File: src/rtl/vas_consts.vh
// Constants shared by the video input autoselect design.
`ifndef VAS_CONSTS_VH
`define VAS_CONSTS_VH
`define VAS_NUM_IN 5
`define VAS_NUM_OUT 2
`define VAS_PRIO_W 7
`define VAS_PRIO_BEST 7'h01
`define VAS_PRIO_WORST 7'h64
`define VAS_PRIO_DIS 7'h00
`define VAS_PRIO_PHYS_RST 7'h32
`define VAS_PRIO_WELC_RST 7'h64
`define VAS_POL_W 2
`define VAS_POL_MANUAL 2'h0
`define VAS_POL_FIRST 2'h1
`define VAS_POL_LAST 2'h2
`define VAS_POL_RST 2'h1
`define VAS_USB_MANUAL 2'h0
`define VAS_USB_FOLLOW 2'h3
`define VAS_ADDR_W 4
`define VAS_REG_POL 4'h0
`define VAS_REG_MANUAL 4'h1
`define VAS_REG_PRIO0 4'h2
`define VAS_REG_USB 4'h4
`define VAS_REG_STATUS 4'h5
`define VAS_REG_INPUTS 4'h6
`define VAS_REG_PRIO_WELC 4'h7
`define VAS_WELC_OUT2_POS 8
`define VAS_IDX_W 3
`define VAS_IDX_NONE 3'h7
`define VAS_IDX_WELC 3'h4
`endif

File: src/rtl/vas_select.v
// Priority and policy based input chooser for one output.
`timescale 1ns/1ps
`default_nettype none
`include "vas_consts.vh"
module vas_select
(
  input wire [`VAS_NUM_IN-1:0] present,
  input wire [`VAS_NUM_IN-1:0] newlyActive,
  input wire [`VAS_NUM_IN*`VAS_PRIO_W-1:0] prio,
  input wire [`VAS_POL_W-1:0] policy,
  input wire [`VAS_IDX_W-1:0] current,
  output reg [`VAS_IDX_W-1:0] choice
);
  reg [`VAS_PRIO_W-1:0] bestP;
  reg [`VAS_IDX_W-1:0] bestI;
  reg [`VAS_PRIO_W-1:0] newP;
  reg [`VAS_IDX_W-1:0] newI;
  reg [`VAS_PRIO_W-1:0] curP;
  reg curOk;
  reg [`VAS_PRIO_W-1:0] p;
  integer i;
  always @*
  begin
    bestP = `VAS_PRIO_WORST;
    bestI = `VAS_IDX_NONE;
    newP = `VAS_PRIO_WORST;
    newI = `VAS_IDX_NONE;
    curP = `VAS_PRIO_WORST;
    curOk = 1'b0;
    p = `VAS_PRIO_DIS;
    // Scanning downward with <= leaves the lowest index on a tie.
    for (i = `VAS_NUM_IN - 1; i >= 0; i = i - 1)
    begin
      p = prio[i*`VAS_PRIO_W +: `VAS_PRIO_W];
      if (present[i] && p != `VAS_PRIO_DIS)
      begin
        if (p <= bestP)
        begin
          bestP = p;
          bestI = i[`VAS_IDX_W-1:0];
        end
        if (newlyActive[i] && p <= newP)
        begin
          newP = p;
          newI = i[`VAS_IDX_W-1:0];
        end
        if (i[`VAS_IDX_W-1:0] == current)
        begin
          curOk = 1'b1;
          curP = p;
        end
      end
    end
    choice = current;
    case (policy)
      `VAS_POL_FIRST:
      begin
        if (!curOk || bestP < curP)
          choice = bestI;
      end
      `VAS_POL_LAST:
      begin
        if (!curOk)
          choice = bestI;
        else if (newI != `VAS_IDX_NONE && newP <= curP)
          choice = newI;
        else if (bestP < curP)
          choice = bestI;
      end
      default:
        choice = current;
    endcase
  end
endmodule // vas_select
`default_nettype wire

File: src/rtl/vas_autoselect.v
// Video input autoselect for two outputs with welcome screen and USB follow.
`timescale 1ns/1ps
`default_nettype none
`include "vas_consts.vh"
module vas_autoselect
(
  input wire sys_clk,
  input wire arst_n,
  input wire clkEn,
  input wire [`VAS_ADDR_W-1:0] regAddr,
  input wire [31:0] regWrData,
  input wire regWrEn,
  input wire regRdEn,
  output reg [31:0] regRdData_q,
  input wire [`VAS_NUM_IN-2:0] signalActiveFlag,
  input wire typecHostAttached,
  input wire typecAudioEmbedded,
  output reg [`VAS_IDX_W-1:0] outputOneRoute_q,
  output reg [`VAS_IDX_W-1:0] outputTwoRoute_q,
  output reg [`VAS_IDX_W-1:0] usbHubRoute_q,
  output reg welcomeScreenEnable_q,
  output reg audioFromTypecEnable_q,
  output reg typecAudioPresent_q
);
  localparam NI = `VAS_NUM_IN;
  localparam PW = `VAS_PRIO_W;
  localparam IW = `VAS_IDX_W;
  reg [NI-2:0] sigMeta_q;
  reg [NI-2:0] sigSync_q;
  reg [1:0] hostMeta_q;
  reg [1:0] hostSync_q;
  reg audMeta_q;
  reg audSync_q;
  reg [NI-1:0] presPrev_q;
  reg [2*`VAS_POL_W-1:0] policy_q;
  reg [NI*PW-1:0] prio_q [0:1];
  reg [1:0] usbPolicy_q;
  reg [IW-1:0] route_q [0:1];
  reg [IW-1:0] route_d [0:1];
  wire [IW-1:0] autoChoice [0:1];
  wire welcomeRouted;
  wire [NI-1:0] present;
  wire [NI-1:0] newlyActive;
  wire hostRise;
  wire manualWr;
  wire [NI*PW-1:0] prioRst;
  integer k;

  // Host attach is edge detected on the second stage only.
  assign hostRise = hostSync_q[0] && !hostSync_q[1];
  assign welcomeRouted = (route_q[0] == `VAS_IDX_WELC) || (route_q[1] == `VAS_IDX_WELC);
  // The first input cannot be sensed while the generator owns its path.
  assign present = {1'b1, sigSync_q[NI-2:1], sigSync_q[0] && !welcomeRouted};
  assign newlyActive = present & ~presPrev_q;
  assign manualWr = clkEn && regWrEn && regAddr == `VAS_REG_MANUAL;
  assign prioRst = {`VAS_PRIO_WELC_RST, {(NI-1){`VAS_PRIO_PHYS_RST}}};

  genvar g;
  generate
    for (g = 0; g < 2; g = g + 1)
    begin : gOut
      vas_select uSel
      (
        .present(present),
        .newlyActive(newlyActive),
        .prio(prio_q[g]),
        .policy(policy_q[g*`VAS_POL_W +: `VAS_POL_W]),
        .current(route_q[g]),
        .choice(autoChoice[g])
      );
    end
  endgenerate

  always @*
  begin
    for (k = 0; k < 2; k = k + 1)
    begin
      route_d[k] = autoChoice[k];
      if (manualWr && regWrData[4*k+3] &&
          (regWrData[4*k +: IW] <= `VAS_IDX_WELC || regWrData[4*k +: IW] == `VAS_IDX_NONE))
        route_d[k] = regWrData[4*k +: IW];
    end
    if (hostSync_q[0] && policy_q[`VAS_POL_W-1:0] != `VAS_POL_MANUAL)
    begin
      // Attaching a host wins output one even without video on it. Testing the
      // candidate keeps a silent host from letting the generator return one cycle after the attach.
      if (hostRise || route_d[0] == `VAS_IDX_WELC)
      begin
        route_d[0] = {IW{1'b0}};
        if (route_d[1] == `VAS_IDX_WELC)
          route_d[1] = `VAS_IDX_NONE;
      end
    end
    // A request that would pair the first input with the generator keeps the
    // older route, since the two share one receiver path.
    if ((route_d[0] == {IW{1'b0}} && route_d[1] == `VAS_IDX_WELC) ||
        (route_d[1] == {IW{1'b0}} && route_d[0] == `VAS_IDX_WELC))
    begin
      if (route_d[1] != route_q[1])
        route_d[1] = route_q[1];
      else
        route_d[0] = route_q[0];
    end
    if ((route_d[0] == {IW{1'b0}} && route_d[1] == `VAS_IDX_WELC) ||
        (route_d[1] == {IW{1'b0}} && route_d[0] == `VAS_IDX_WELC))
      route_d[1] = `VAS_IDX_NONE;
  end

  always @(posedge sys_clk or negedge arst_n)
  begin
    if (!arst_n)
    begin
      sigMeta_q <= {(NI-1){1'b0}};
      sigSync_q <= {(NI-1){1'b0}};
      hostMeta_q <= 2'h0;
      hostSync_q <= 2'h0;
      audMeta_q <= 1'b0;
      audSync_q <= 1'b0;
      presPrev_q <= {NI{1'b0}};
      policy_q <= {`VAS_POL_RST, `VAS_POL_RST};
      prio_q[0] <= {NI*PW{1'b0}};
      prio_q[1] <= {NI*PW{1'b0}};
      usbPolicy_q <= `VAS_USB_MANUAL;
      route_q[0] <= `VAS_IDX_NONE;
      route_q[1] <= `VAS_IDX_NONE;
      usbHubRoute_q <= `VAS_IDX_NONE;
      outputOneRoute_q <= `VAS_IDX_NONE;
      outputTwoRoute_q <= `VAS_IDX_NONE;
      welcomeScreenEnable_q <= 1'b0;
      audioFromTypecEnable_q <= 1'b0;
      typecAudioPresent_q <= 1'b0;
      regRdData_q <= 32'h0;
    end
    else if (clkEn)
    begin
      sigMeta_q <= signalActiveFlag;
      sigSync_q <= sigMeta_q;
      hostMeta_q <= {hostMeta_q[0], typecHostAttached};
      hostSync_q <= {hostSync_q[0], hostMeta_q[1]};
      audMeta_q <= typecAudioEmbedded;
      audSync_q <= audMeta_q;
      presPrev_q <= present;
      route_q[0] <= route_d[0];
      route_q[1] <= route_d[1];
      outputOneRoute_q <= route_d[0];
      outputTwoRoute_q <= route_d[1];
      welcomeScreenEnable_q <= (route_d[0] == `VAS_IDX_WELC) || (route_d[1] == `VAS_IDX_WELC);
      audioFromTypecEnable_q <= !((route_d[0] == `VAS_IDX_WELC) || (route_d[1] == `VAS_IDX_WELC));
      typecAudioPresent_q <= audSync_q && !welcomeRouted;
      if (usbPolicy_q == `VAS_USB_FOLLOW)
        usbHubRoute_q <= (route_d[0] == `VAS_IDX_WELC) ? `VAS_IDX_NONE : route_d[0];
      else if (regWrEn && regAddr == `VAS_REG_USB &&
               (regWrData[IW+1:2] < `VAS_IDX_WELC || regWrData[IW+1:2] == `VAS_IDX_NONE))
        usbHubRoute_q <= regWrData[IW+1:2];
      if (!presPrev_q[NI-1] && prio_q[0] == {NI*PW{1'b0}})
      begin
        // Priorities take their defaults in the first cycle after reset.
        prio_q[0] <= prioRst;
        prio_q[1] <= prioRst;
      end
      if (regWrEn)
      begin
        case (regAddr)
          `VAS_REG_POL: policy_q <= regWrData[2*`VAS_POL_W-1:0];
          `VAS_REG_PRIO0: prio_q[0][(NI-1)*PW-1:0] <= regWrData[(NI-1)*PW-1:0];
          `VAS_REG_PRIO0 + 4'h1: prio_q[1][(NI-1)*PW-1:0] <= regWrData[(NI-1)*PW-1:0];
          // Welcome priorities live apart, since five seven-bit fields overflow the data word.
          `VAS_REG_PRIO_WELC:
          begin
            prio_q[0][NI*PW-1 -: PW] <= regWrData[PW-1:0];
            prio_q[1][NI*PW-1 -: PW] <= regWrData[`VAS_WELC_OUT2_POS +: PW];
          end
          `VAS_REG_USB: usbPolicy_q <= regWrData[1:0];
          default: policy_q <= policy_q;
        endcase
      end
      regRdData_q <= 32'h0;
      if (regRdEn)
      begin
        case (regAddr)
          `VAS_REG_POL: regRdData_q <= {28'h0, policy_q};
          `VAS_REG_MANUAL: regRdData_q <= {24'h0, 1'b0, route_q[1], 1'b0, route_q[0]};
          `VAS_REG_PRIO0: regRdData_q <= {{(32-(NI-1)*PW){1'b0}}, prio_q[0][(NI-1)*PW-1:0]};
          `VAS_REG_PRIO0 + 4'h1: regRdData_q <= {{(32-(NI-1)*PW){1'b0}}, prio_q[1][(NI-1)*PW-1:0]};
          `VAS_REG_PRIO_WELC: regRdData_q <= {{(32-`VAS_WELC_OUT2_POS-PW){1'b0}}, prio_q[1][NI*PW-1 -: PW],
            {(`VAS_WELC_OUT2_POS-PW){1'b0}}, prio_q[0][NI*PW-1 -: PW]};
          `VAS_REG_USB: regRdData_q <= {27'h0, usbHubRoute_q, usbPolicy_q};
          `VAS_REG_STATUS: regRdData_q <= {29'h0, typecAudioPresent_q, welcomeScreenEnable_q, hostSync_q[0]};
          `VAS_REG_INPUTS: regRdData_q <= {27'h0, present};
          default: regRdData_q <= 32'h0;
        endcase
      end
    end
  end
endmodule // vas_autoselect
`default_nettype wire

File: config.mk
export PLATFORM = sky130hd
export DESIGN_NAME = vas_autoselect
export DESIGN_NICKNAME = d
export VERILOG_FILES = /design/src/rtl/vas_select.v /design/src/rtl/vas_autoselect.v
export VERILOG_INCLUDE_DIRS = /design/src /design/src/rtl
export SDC_FILE = /design/constraint.sdc
export NUM_CORES = 1
export LEC_CHECK = 0
export BUFFER_PORTS_ARGS = -buffer_cell sky130_fd_sc_hd__buf_4
export CORE_ASPECT_RATIO = 1.5
export CORE_MARGIN = 3
export CORE_UTILIZATION = 42
export CTS_CLUSTER_DIAMETER = 40
export CTS_CLUSTER_SIZE = 8
export DETAILED_ROUTE_END_ITERATION = 8
export PLACE_DENSITY = 0.58
export SLEW_MARGIN = 20
export SYNTH_ARGS = -nofsm -noshare
export SYNTH_HDL_FRONTEND = slang
export SYNTH_HIERARCHICAL = 1
export SYNTH_SLANG_ARGS = --single-unit
File: constraint.sdc
create_clock -name sys_clk -period 28.4 [get_ports sys_clk]
set_clock_uncertainty 0.05 [all_clocks]
set_input_delay 2.84 -clock sys_clk [delete_from_list [all_inputs] [get_ports sys_clk]]
set_output_delay 2.84 -clock sys_clk [all_outputs]
set_load 0.01 [all_outputs]
==> impl_summary.log, run 1 <==
INFO  metric tritoncts_clock_tree = built
INFO  metric fp.dieArea = ~0.033 mm2
INFO  metric cp_data_arrival_time = between 10 and 15 ns
INFO  metric hold_path_class = flip-flop to flip-flop
INFO  metric finalWirelength = 47.1 mm
INFO  metric synth_warnings = 6
INFO  metric critical_path_required = between 20 and 30 ns
INFO  metric cts-root-buf = sky130_fd_sc_hd__clkbuf_16
INFO  metric dr.first_iter.drc_count = ~1200
INFO  metric initial_core_util = between 40% and 50%
INFO  metric holdBufCountCts = 0
INFO  metric cts.reportedPaths.clkPinSlew = approximately 0.06 ns
INFO  metric synth-seq-cells = approximately 140
INFO  metric grt_start_max_net_pins = just under 90
INFO  metric cell_int_power = approximately 0.67 mW
INFO  metric clock_latency_at_the_later_pin_of_the_worst_skew_pair = roughly 0.43 ns
INFO  metric finalSetupViolCount = 0
INFO  metric synthTopCellsByCount = sky130_fd_sc_hd__nand2_1 (159), sky130_fd_sc_hd__ha_1 (140), sky130_fd_sc_hd__nor2_1 (127), sky130_fd_sc_hd__dfrtp_1 (124), sky130_fd_sc_hd__o21ai_0 (102)
INFO  metric clock.fmax = ~71 MHz
INFO  metric syn_area_per_cell = about 8.4 um2
INFO  metric drv.max_cap_violation_count = 0
INFO  metric synth_ff_type = sky130_fd_sc_hd__dfrtp_1
INFO  metric cts_setup_buffers = 0
INFO  metric routed_wl_per_cell = 23.4 um
INFO  metric run_status = finished clean
INFO  metric vdd_ir_drop_max = about 0.059 mV
INFO  metric synth-async-reset-ratio = 100%
INFO  metric switching_power = about 0.58 mW
INFO  metric critical_path.endpoint_type = flip-flop
INFO  metric power.switching_fraction = 46.3%
INFO  metric startpoint_type = flip-flop
INFO  metric num_io_pins = approximately 90
INFO  metric synth_top_cells_by_area = sky130_fd_sc_hd__dfrtp_1 (24%), sky130_fd_sc_hd__ha_1 (13%), sky130_fd_sc_hd__mux2_2 (5.9%)
INFO  metric yosysMostFrequentCell = sky130_fd_sc_hd__nand2_1
INFO  metric cts_num_sinks = 135
INFO  metric final_hold_viol_count = 0
INFO  metric comb_power_share = between 50% and 60%
INFO  metric route.antenna.remaining_nets = 0
INFO  metric htree_levels = 4
INFO  metric pwr_density_cell = between 80 and 90 mW/mm2
INFO  metric portBuffers = 82
INFO  metric grt_pass1_vias = around 12000
INFO  metric final_layout_size_suffix_gt1_share = about 15%
INFO  metric firstDrtPassIters = 7
INFO  metric synth_top_cell_by_area = sky130_fd_sc_hd__dfrtp_1
INFO  metric fp.dieW = about 150 um
INFO  metric tightestPinTransition = 1.16 ns
INFO  metric syn_to_final_growth = 12.2%
INFO  metric cts_resized = 0
INFO  metric worst-path-max-fanout = 13
INFO  metric timing_worst_setup_path_type = flip-flop to flip-flop
INFO  metric finalPower = 1.24 mW
INFO  metric layout_min_cycle_time = approximately 14 ns
INFO  metric fin_hold_ws = roughly 0.44 ns
INFO  metric finalCritPeriodShare = about half
INFO  metric grtUsageTotal = between 20% and 30%
INFO  metric netlist-cell-type-count = approximately 110
INFO  metric critical_path.slowest_cell = sky130_fd_sc_hd__or4_4
INFO  metric critical-path-max-stage-delay = 0.59 ns
INFO  metric clk_path_buf_depth = 2
INFO  metric routed_via_density = 6.28
INFO  metric route.vias.total = about 13000
INFO  metric seqPwrFrac = a little over a quarter
INFO  metric netlist_instances = between 1500 and 2000
INFO  metric std_cell_rows = 78
INFO  metric initial_antenna_violation_count = 0
INFO  metric die_height = around 220 um
INFO  metric relSlewSlack = between 20 and 25%
INFO  metric gp_congestion = 0.963
INFO  metric coreArea = roughly 0.03 mm2
INFO  metric synth.cell_area = approximately 0.013 mm2
INFO  metric timing.final.max_slew_violations = 0
INFO  metric diodes = 0
INFO  metric seq_area_frac_synth = a little over a quarter
INFO  metric drt_drc_violations_left = 0
INFO  metric wire_length_of_the_first_global_routing_pass = ~70 mm
INFO  metric nNetsFinal = ~1800
INFO  metric leakagePower = 6.49 nW
INFO  metric hpwl = around 36 mm
INFO  metric synth_enable_flop_cells = 0
INFO  metric setup_tns = 0 ns
INFO  metric pwr-share-clk = 20.0%
INFO  metric total_gr_overflow = 0
INFO  metric number_of_buffers_added_by_the_clock_tree_synthesis_step = 17
INFO  metric synth.top_cell.area_share = between 20% and 30%
INFO  metric fill_cells = about 3000
INFO  metric rsz0062_at_grt = false
[state kept, by name (all words and copies together), names as in the netlist]
register,flops
audMeta_q,1
audSync_q,1
audioFromTypecEnable_q,1
hostMeta_q,2
hostSync_q,2
policy_q,4
presPrev_q,5
prio_q,70
regRdData_q,28
route_q,6
sigMeta_q,4
sigSync_q,4
typecAudioPresent_q,1
usbHubRoute_q,3
usbPolicy_q,2
welcomeScreenEnable_q,1
[area by class of cell]
| type | instances | area (um2) | area share (%) |
|---|---|---|---|
| Tap cell | 400 | 500 | 3.43 |
| Inverter | 93 | 349 | 2.39 |
| Clock buffer | 18 | 439 | 3.01 |
| Sequential cell | 135 | 3390 | 23.2 |
| Clock inverter | 14 | 220 | 1.51 |
| Timing Repair Buffer | 94 | 709 | 4.86 |
| Multi-Input combinational cell | 1263 | 8990 | 61.6 |
[cell usage in the layout, fill, tap and decap left out, drive strengths merged, types with 15 or more instances in the layout]
| cell type | Yosys | layout |
|---|---|---|
| o22ai | 17 | 17 |
| nand3 | 37 | 37 |
| mux2 | 70 | 70 |
| nand2 | 160 | 160 |
| mux2i | 27 | 27 |
| and3 | 17 | 17 |
| o2bb2ai | 28 | 28 |
| o211ai | 16 | 16 |
| ha | 140 | 140 |
| o21ai | 105 | 105 |
| nor3 | 31 | 31 |
| a21oi | 100 | 100 |
| nor2b | 28 | 28 |
| a22oi | 19 | 19 |
| buf | 20 | 94 |
| a222oi | 15 | 15 |
| inv | 92 | 95 |
| nor2 | 129 | 129 |
| dfrtp | 124 | 124 |
| clkbuf | 51 | 18 |
| a21o | 20 | 20 |
| nand4 | 23 | 23 |
| nor4 | 22 | 22 |
[worst max-delay path: cells and delay by family (launching register included)]
| kind | cells | cell delay, ns |
|---|---|---|
| fa+ha+maj | 5 | 1.53 |
| mux | 2 | 0.59 |
| flops | 1 | 0.50 |
| compound gates | 27 | 6.56 |
| simple gates | 14 | 4.76 |
[per-stage QoR]
stage                     instances  cell area [um2]  setup slack (ns)  utilization, %
final                          2017            14600             14.34            48.1
after global routing           2017            14600             13.42            48.1
after CTS                      2017            14600             14.49            48.1
after detailed placement       1985            13900             14.51            45.9
after global placement         1985            13900             14.65            45.9
after floorplan                1562            13000             16.72               -
[path summary, 6_finish.rpt]
kind,depth (start not counted),to,slack (ns),from
setup / recovery,48,usbHubRoute_q[0]$_DFFE_PN1P_,14.34,prio_q[63]$_DFFE_PN0P_
setup reg to reg,48,usbHubRoute_q[0]$_DFFE_PN1P_,14.34,prio_q[63]$_DFFE_PN0P_
hold reg to reg,1,regRdData_q[27]$_DFFE_PN0P_,0.44,regRdData_q[27]$_DFFE_PN0P_
max in group asynchronous,2,prio_q[49]$_DFFE_PN0P_,24.64,arst_n
hold / removal,1,regRdData_q[27]$_DFFE_PN0P_,0.44,regRdData_q[27]$_DFFE_PN0P_
min in group asynchronous,1,regRdData_q[12]$_DFFE_PN0P_,2.40,arst_n
[layer usage]
layer	routed length (um)	GRT usage (%)	vias to the layer above	share of wire, %
met4	2520	14.6	0	5.3
met1	17900	32.4	6113	38
li1	-	-	5952	-
met3	2390	2.78	135	5.1
met5	0	0	-	0
met2	24400	50.2	473	52
[logic make-up (layout without fill, tap and decap cells)]
group                      count (synthesis)  count (layout)  share of synthesized area (%)
buffers and inverters                    164             219                           5.09
xor gates and xnor gates                   6               6                          0.404
and+or+nand+nor                          542             542                           21.1
adders and majority gates                140             140                           13.5
other                                      2               9                         0.0577
AOI/OAI and AO/OA                        468             468                           25.3
muxes                                     98              98                           8.46
DFF                                      135             135                           26.1
[power groups by stage]
stage               registers, mW  logic [mW]  clock network [mW]
CTS                         0.328       0.659               0.251
finish                      0.332       0.664               0.249
global placement            0.330       0.642                   0
global route                0.334       0.744               0.258
floorplan                   0.284       0.492                   0
detailed placement          0.331       0.656                   0
Note: power is estimated with default switching activity, not from simulation.
==> inputs of run 2 (changes only) <==
ABC_AREA = 1   (was default)
PLACE_DENSITY = 0.6   (was 0.58)
clock period = 12.5 ns   (was 28.4 ns; I/O delays follow)
==> run 2 against run 1 <==
Non-clock buffer count down 5. Register-to-register slack worse by 13 ns. Count of clock-buffer cells in the layout down 1. Combinational power is 140% higher. First-iteration DRC count decreased by 28%. Area after synthesis fell by 2.2%. Highest routed layer unchanged.
==> impl_summary.log, run 2 <==
INFO  metric run_status = finished clean
INFO  metric synth_ff_type = sky130_fd_sc_hd__dfrtp_1
INFO  metric critical_path.endpoint = audioFromTypecEnable_q$_DFFE_PN0P_
INFO  metric fin_hold_ws = ~0.42 ns
INFO  metric layout.cells.most_common = sky130_fd_sc_hd__nand2_1
INFO  metric synth-async-reset-ratio = 100%
INFO  metric gp_congestion = about 1
INFO  metric seq_area_frac_synth = a little over a quarter
INFO  metric worst_hold_path_cell_count = 2
INFO  metric nNetsFinal = ~2100
INFO  metric synth_warnings = 6
INFO  metric synth.cell_area = approximately 0.013 mm2
INFO  metric critical_path.most_common_cell = sky130_fd_sc_hd__nand2_1
INFO  metric layout_min_cycle_time = approximately 11 ns
INFO  metric timing.critical_path.from = prio_q[30]$_DFFE_PN0P_
INFO  metric rsz0062_at_grt = false
INFO  metric finalCritPeriodShare = about 90%
INFO  metric fill_cells = between 3000 and 4000
INFO  metric grt_pass1_vias = 12900
INFO  metric number_of_buffers_added_by_the_clock_tree_synthesis_step = 17
INFO  metric grtUsageTotal = around 28%
INFO  metric synth_top_cells_by_area = sky130_fd_sc_hd__dfrtp_1 (24%), sky130_fd_sc_hd__ha_1 (14%), sky130_fd_sc_hd__nand2_1 (13%)
INFO  metric die_height = between 200 and 250 um
INFO  metric initial_antenna_violation_count = 0
INFO  metric netlist-cell-type-count = between 50 and 60
INFO  metric layout.cell_area.non_filler = about 0.014 mm2
INFO  metric pwr_density_cell = around 200 mW/mm2
INFO  metric num_io_pins = 91
INFO  metric detailedPlace.worstSlack = between 1 and 1.5 ns
INFO  metric final_layout_size_suffix_gt1_share = 11.8%
INFO  metric final_hold_viol_count = 0
INFO  metric routed_via_density = approximately 5.7
INFO  metric clk_path_buf_depth = 2
INFO  metric critical_path.endpoint_type = flip-flop
INFO  metric portBuffers = slightly above 80
INFO  metric finalWirelength = ~47 mm
INFO  metric reg2reg_from = prio_q[30]$_DFFE_PN0P_
INFO  metric vdd_ir_drop_max = 0.118 mV
INFO  metric syn_area_per_cell = a little under 7 um2
INFO  metric grt_start_max_net_pins = 80
INFO  metric ff2ff_path_depth = 73
INFO  metric hpwl = 36.9 mm
INFO  metric final_worst_slack = between 1 and 1.5 ns
INFO  metric synth_enable_flop_cells = 0
INFO  metric critical_path.slowest_cell = sky130_fd_sc_hd__dfrtp_1
INFO  metric cts-root-buf = sky130_fd_sc_hd__clkbuf_16
INFO  metric fp.dieW = 148 um
INFO  metric total_gr_overflow = 0
INFO  metric wire_length_of_the_first_global_routing_pass = 71.3 mm
INFO  metric routed_wl_per_cell = between 20 and 25 um
INFO  metric dr.first_iter.drc_count = 852
INFO  metric post-place-cells = between 2000 and 2500
INFO  metric synth_top_cell_by_area = sky130_fd_sc_hd__dfrtp_1
INFO  metric htree_levels = 4
INFO  metric yosysMostFrequentCell = sky130_fd_sc_hd__nand2_1
INFO  metric largest_reg_flops = 70
INFO  metric finish.utilization = just under 50%
INFO  metric cp_data_arrival_time = 11.50 ns
INFO  metric initial_core_util = a little over two fifths
INFO  metric route.vias.total = ~13000
INFO  metric cts_num_sinks = about 140
INFO  metric drt-met1-wl = between 15 and 20 mm
INFO  metric r2r_slack = about 1.3 ns
INFO  metric clock.fmax = between 80 and 90 MHz
INFO  metric setup_tns = 0 ns
INFO  metric coreArea = around 0.030 mm2
INFO  metric tritoncts_clock_tree = built
INFO  metric clock_latency_at_the_later_pin_of_the_worst_skew_pair = around 0.44 ns
INFO  metric leakagePower = 7.40 nW
INFO  metric critical-path-max-stage-delay = ~0.55 ns
INFO  metric synth.top_cell.area_share = around 24%
INFO  metric detailroute.wirelength.met2 = 23.7 mm
INFO  metric timing.final.max_slew_violations = 0
INFO  metric crit-reg2reg-capture = audioFromTypecEnable_q$_DFFE_PN0P_
INFO  metric hold_path_class = flip-flop to flip-flop
INFO  metric relSlewSlack = a little over a quarter
INFO  metric drv.max_cap_violation_count = 0
INFO  metric tightestPinTransition = ~1.1 ns
INFO  metric layout_top_registers = prio_q: 70 flops, regRdData_q: 28 flops, route_q: 6 flops
INFO  metric drt_drc_violations_left = 0
INFO  metric syn_to_final_growth = 12.4%
INFO  metric finalSetupViolCount = 0
INFO  metric registers.top_by_ff_count = prio_q
INFO  metric synthTopCellsByCount = sky130_fd_sc_hd__nand2_1 (440), sky130_fd_sc_hd__inv_1 (261), sky130_fd_sc_hd__o21ai_0 (167), sky130_fd_sc_hd__ha_1 (140), sky130_fd_sc_hd__nor2_1 (134)
INFO  metric layout.cells.most_common_list = sky130_fd_sc_hd__nand2_1 (440), sky130_fd_sc_hd__inv_1 (261), sky130_fd_sc_hd__o21ai_0 (167), sky130_fd_sc_hd__ha_1 (140), sky130_fd_sc_hd__nor2_1 (133)
INFO  metric timing_worst_setup_path_type = flip-flop to flip-flop
INFO  metric finalPower = about 2.9 mW
INFO  metric cts.reportedPaths.clkPinSlew = about 0.060 ns
INFO  metric route.antenna.remaining_nets = 0
INFO  metric critical_path_required = 12.78 ns
INFO  metric startpoint_type = flip-flop
INFO  metric netlist_instances = 1853
INFO  metric worst-path-max-fanout = 18
INFO  metric fp.dieArea = 0.0325 mm2
INFO  metric firstDrtPassIters = 5
INFO  metric dr_wl_met3 = 1.97 mm
INFO  metric route.top_layer_used = met4
INFO  metric synth-seq-cells = approximately 140
INFO  metric std_cell_rows = 77
INFO  metric post_layout_nonfiller_instances = about 2300
INFO  metric cts_setup_buffers = 0
INFO  metric placed_area = 0.0137 mm2
[run 2: repair_timing]
item / 4_1_cts / 5_1_grt
endpoints found under the setup margin: 0 / 4
resized for setup: 0 / 1
hold buffers: 0 / 0
[run 2: critical path: cells and delay by family, from the launching register on]
kind / cells / cell delay [ns]
adders and majority gates: 5 / 1.54
DFF: 1 / 0.55
buffers and inverters: 5 / 0.84
AOI/OAI and AO/OA: 20 / 2.99
and+or+nand+nor: 43 / 5.12
[run 2: worst min path at each step]
stage | endpoint | from
floorplan | audMeta_q$_DFFE_PN0P_ | audMeta_q$_DFFE_PN0P_
global placement | sigMeta_q[0]$_DFFE_PN0P_ | sigMeta_q[0]$_DFFE_PN0P_
detailed placement | sigMeta_q[1]$_DFFE_PN0P_ | sigMeta_q[1]$_DFFE_PN0P_
CTS | sigMeta_q[1]$_DFFE_PN0P_ | sigMeta_q[1]$_DFFE_PN0P_
global route | presPrev_q[0]$_DFFE_PN0P_ | presPrev_q[0]$_DFFE_PN0P_
finish | sigMeta_q[0]$_DFFE_PN0P_ | sigMeta_q[0]$_DFFE_PN0P_
[run 2: cell families after synthesis]
kind of cell	count (synthesis)	synth area share, %
buffers and inverters	317	9.70
and+or+nand+nor	811	28.5
adders and majority gates	140	13.8
AOI/OAI and AO/OA	440	20.7
xor gates and xnor gates	1	0.0688
DFF	135	26.6
muxes	7	0.550
other	2	0.0590
[run 2: layout make-up]
cell class | instances | area, um2 | area share [%]
timing repair buffer | 89 | 672 | 4.70
tap | 395 | 494 | 3.45
inverter | 270 | 1010 | 7.08
clock inverter | 15 | 176 | 1.23
clock buffer | 17 | 425 | 2.97
antenna | 1 | 2.50 | 0.0175
sequential | 135 | 3390 | 23.7
multi-input combinational | 1405 | 8130 | 56.8
[run 2: power by group]
part	switching [mW]	total [mW]	internal [mW]	leakage, nW
clock network	0.208	0.521	0.314	0.289
logic	1.04	1.61	0.576	5.46
registers	0.208	0.741	0.533	1.65
[run 2: per-layer routing]
layer,track usage [%],up-vias
met5,0,-
met4,18.7,0
met3,3.37,146
met2,50.8,464
met1,31.5,6323
li1,-,6419
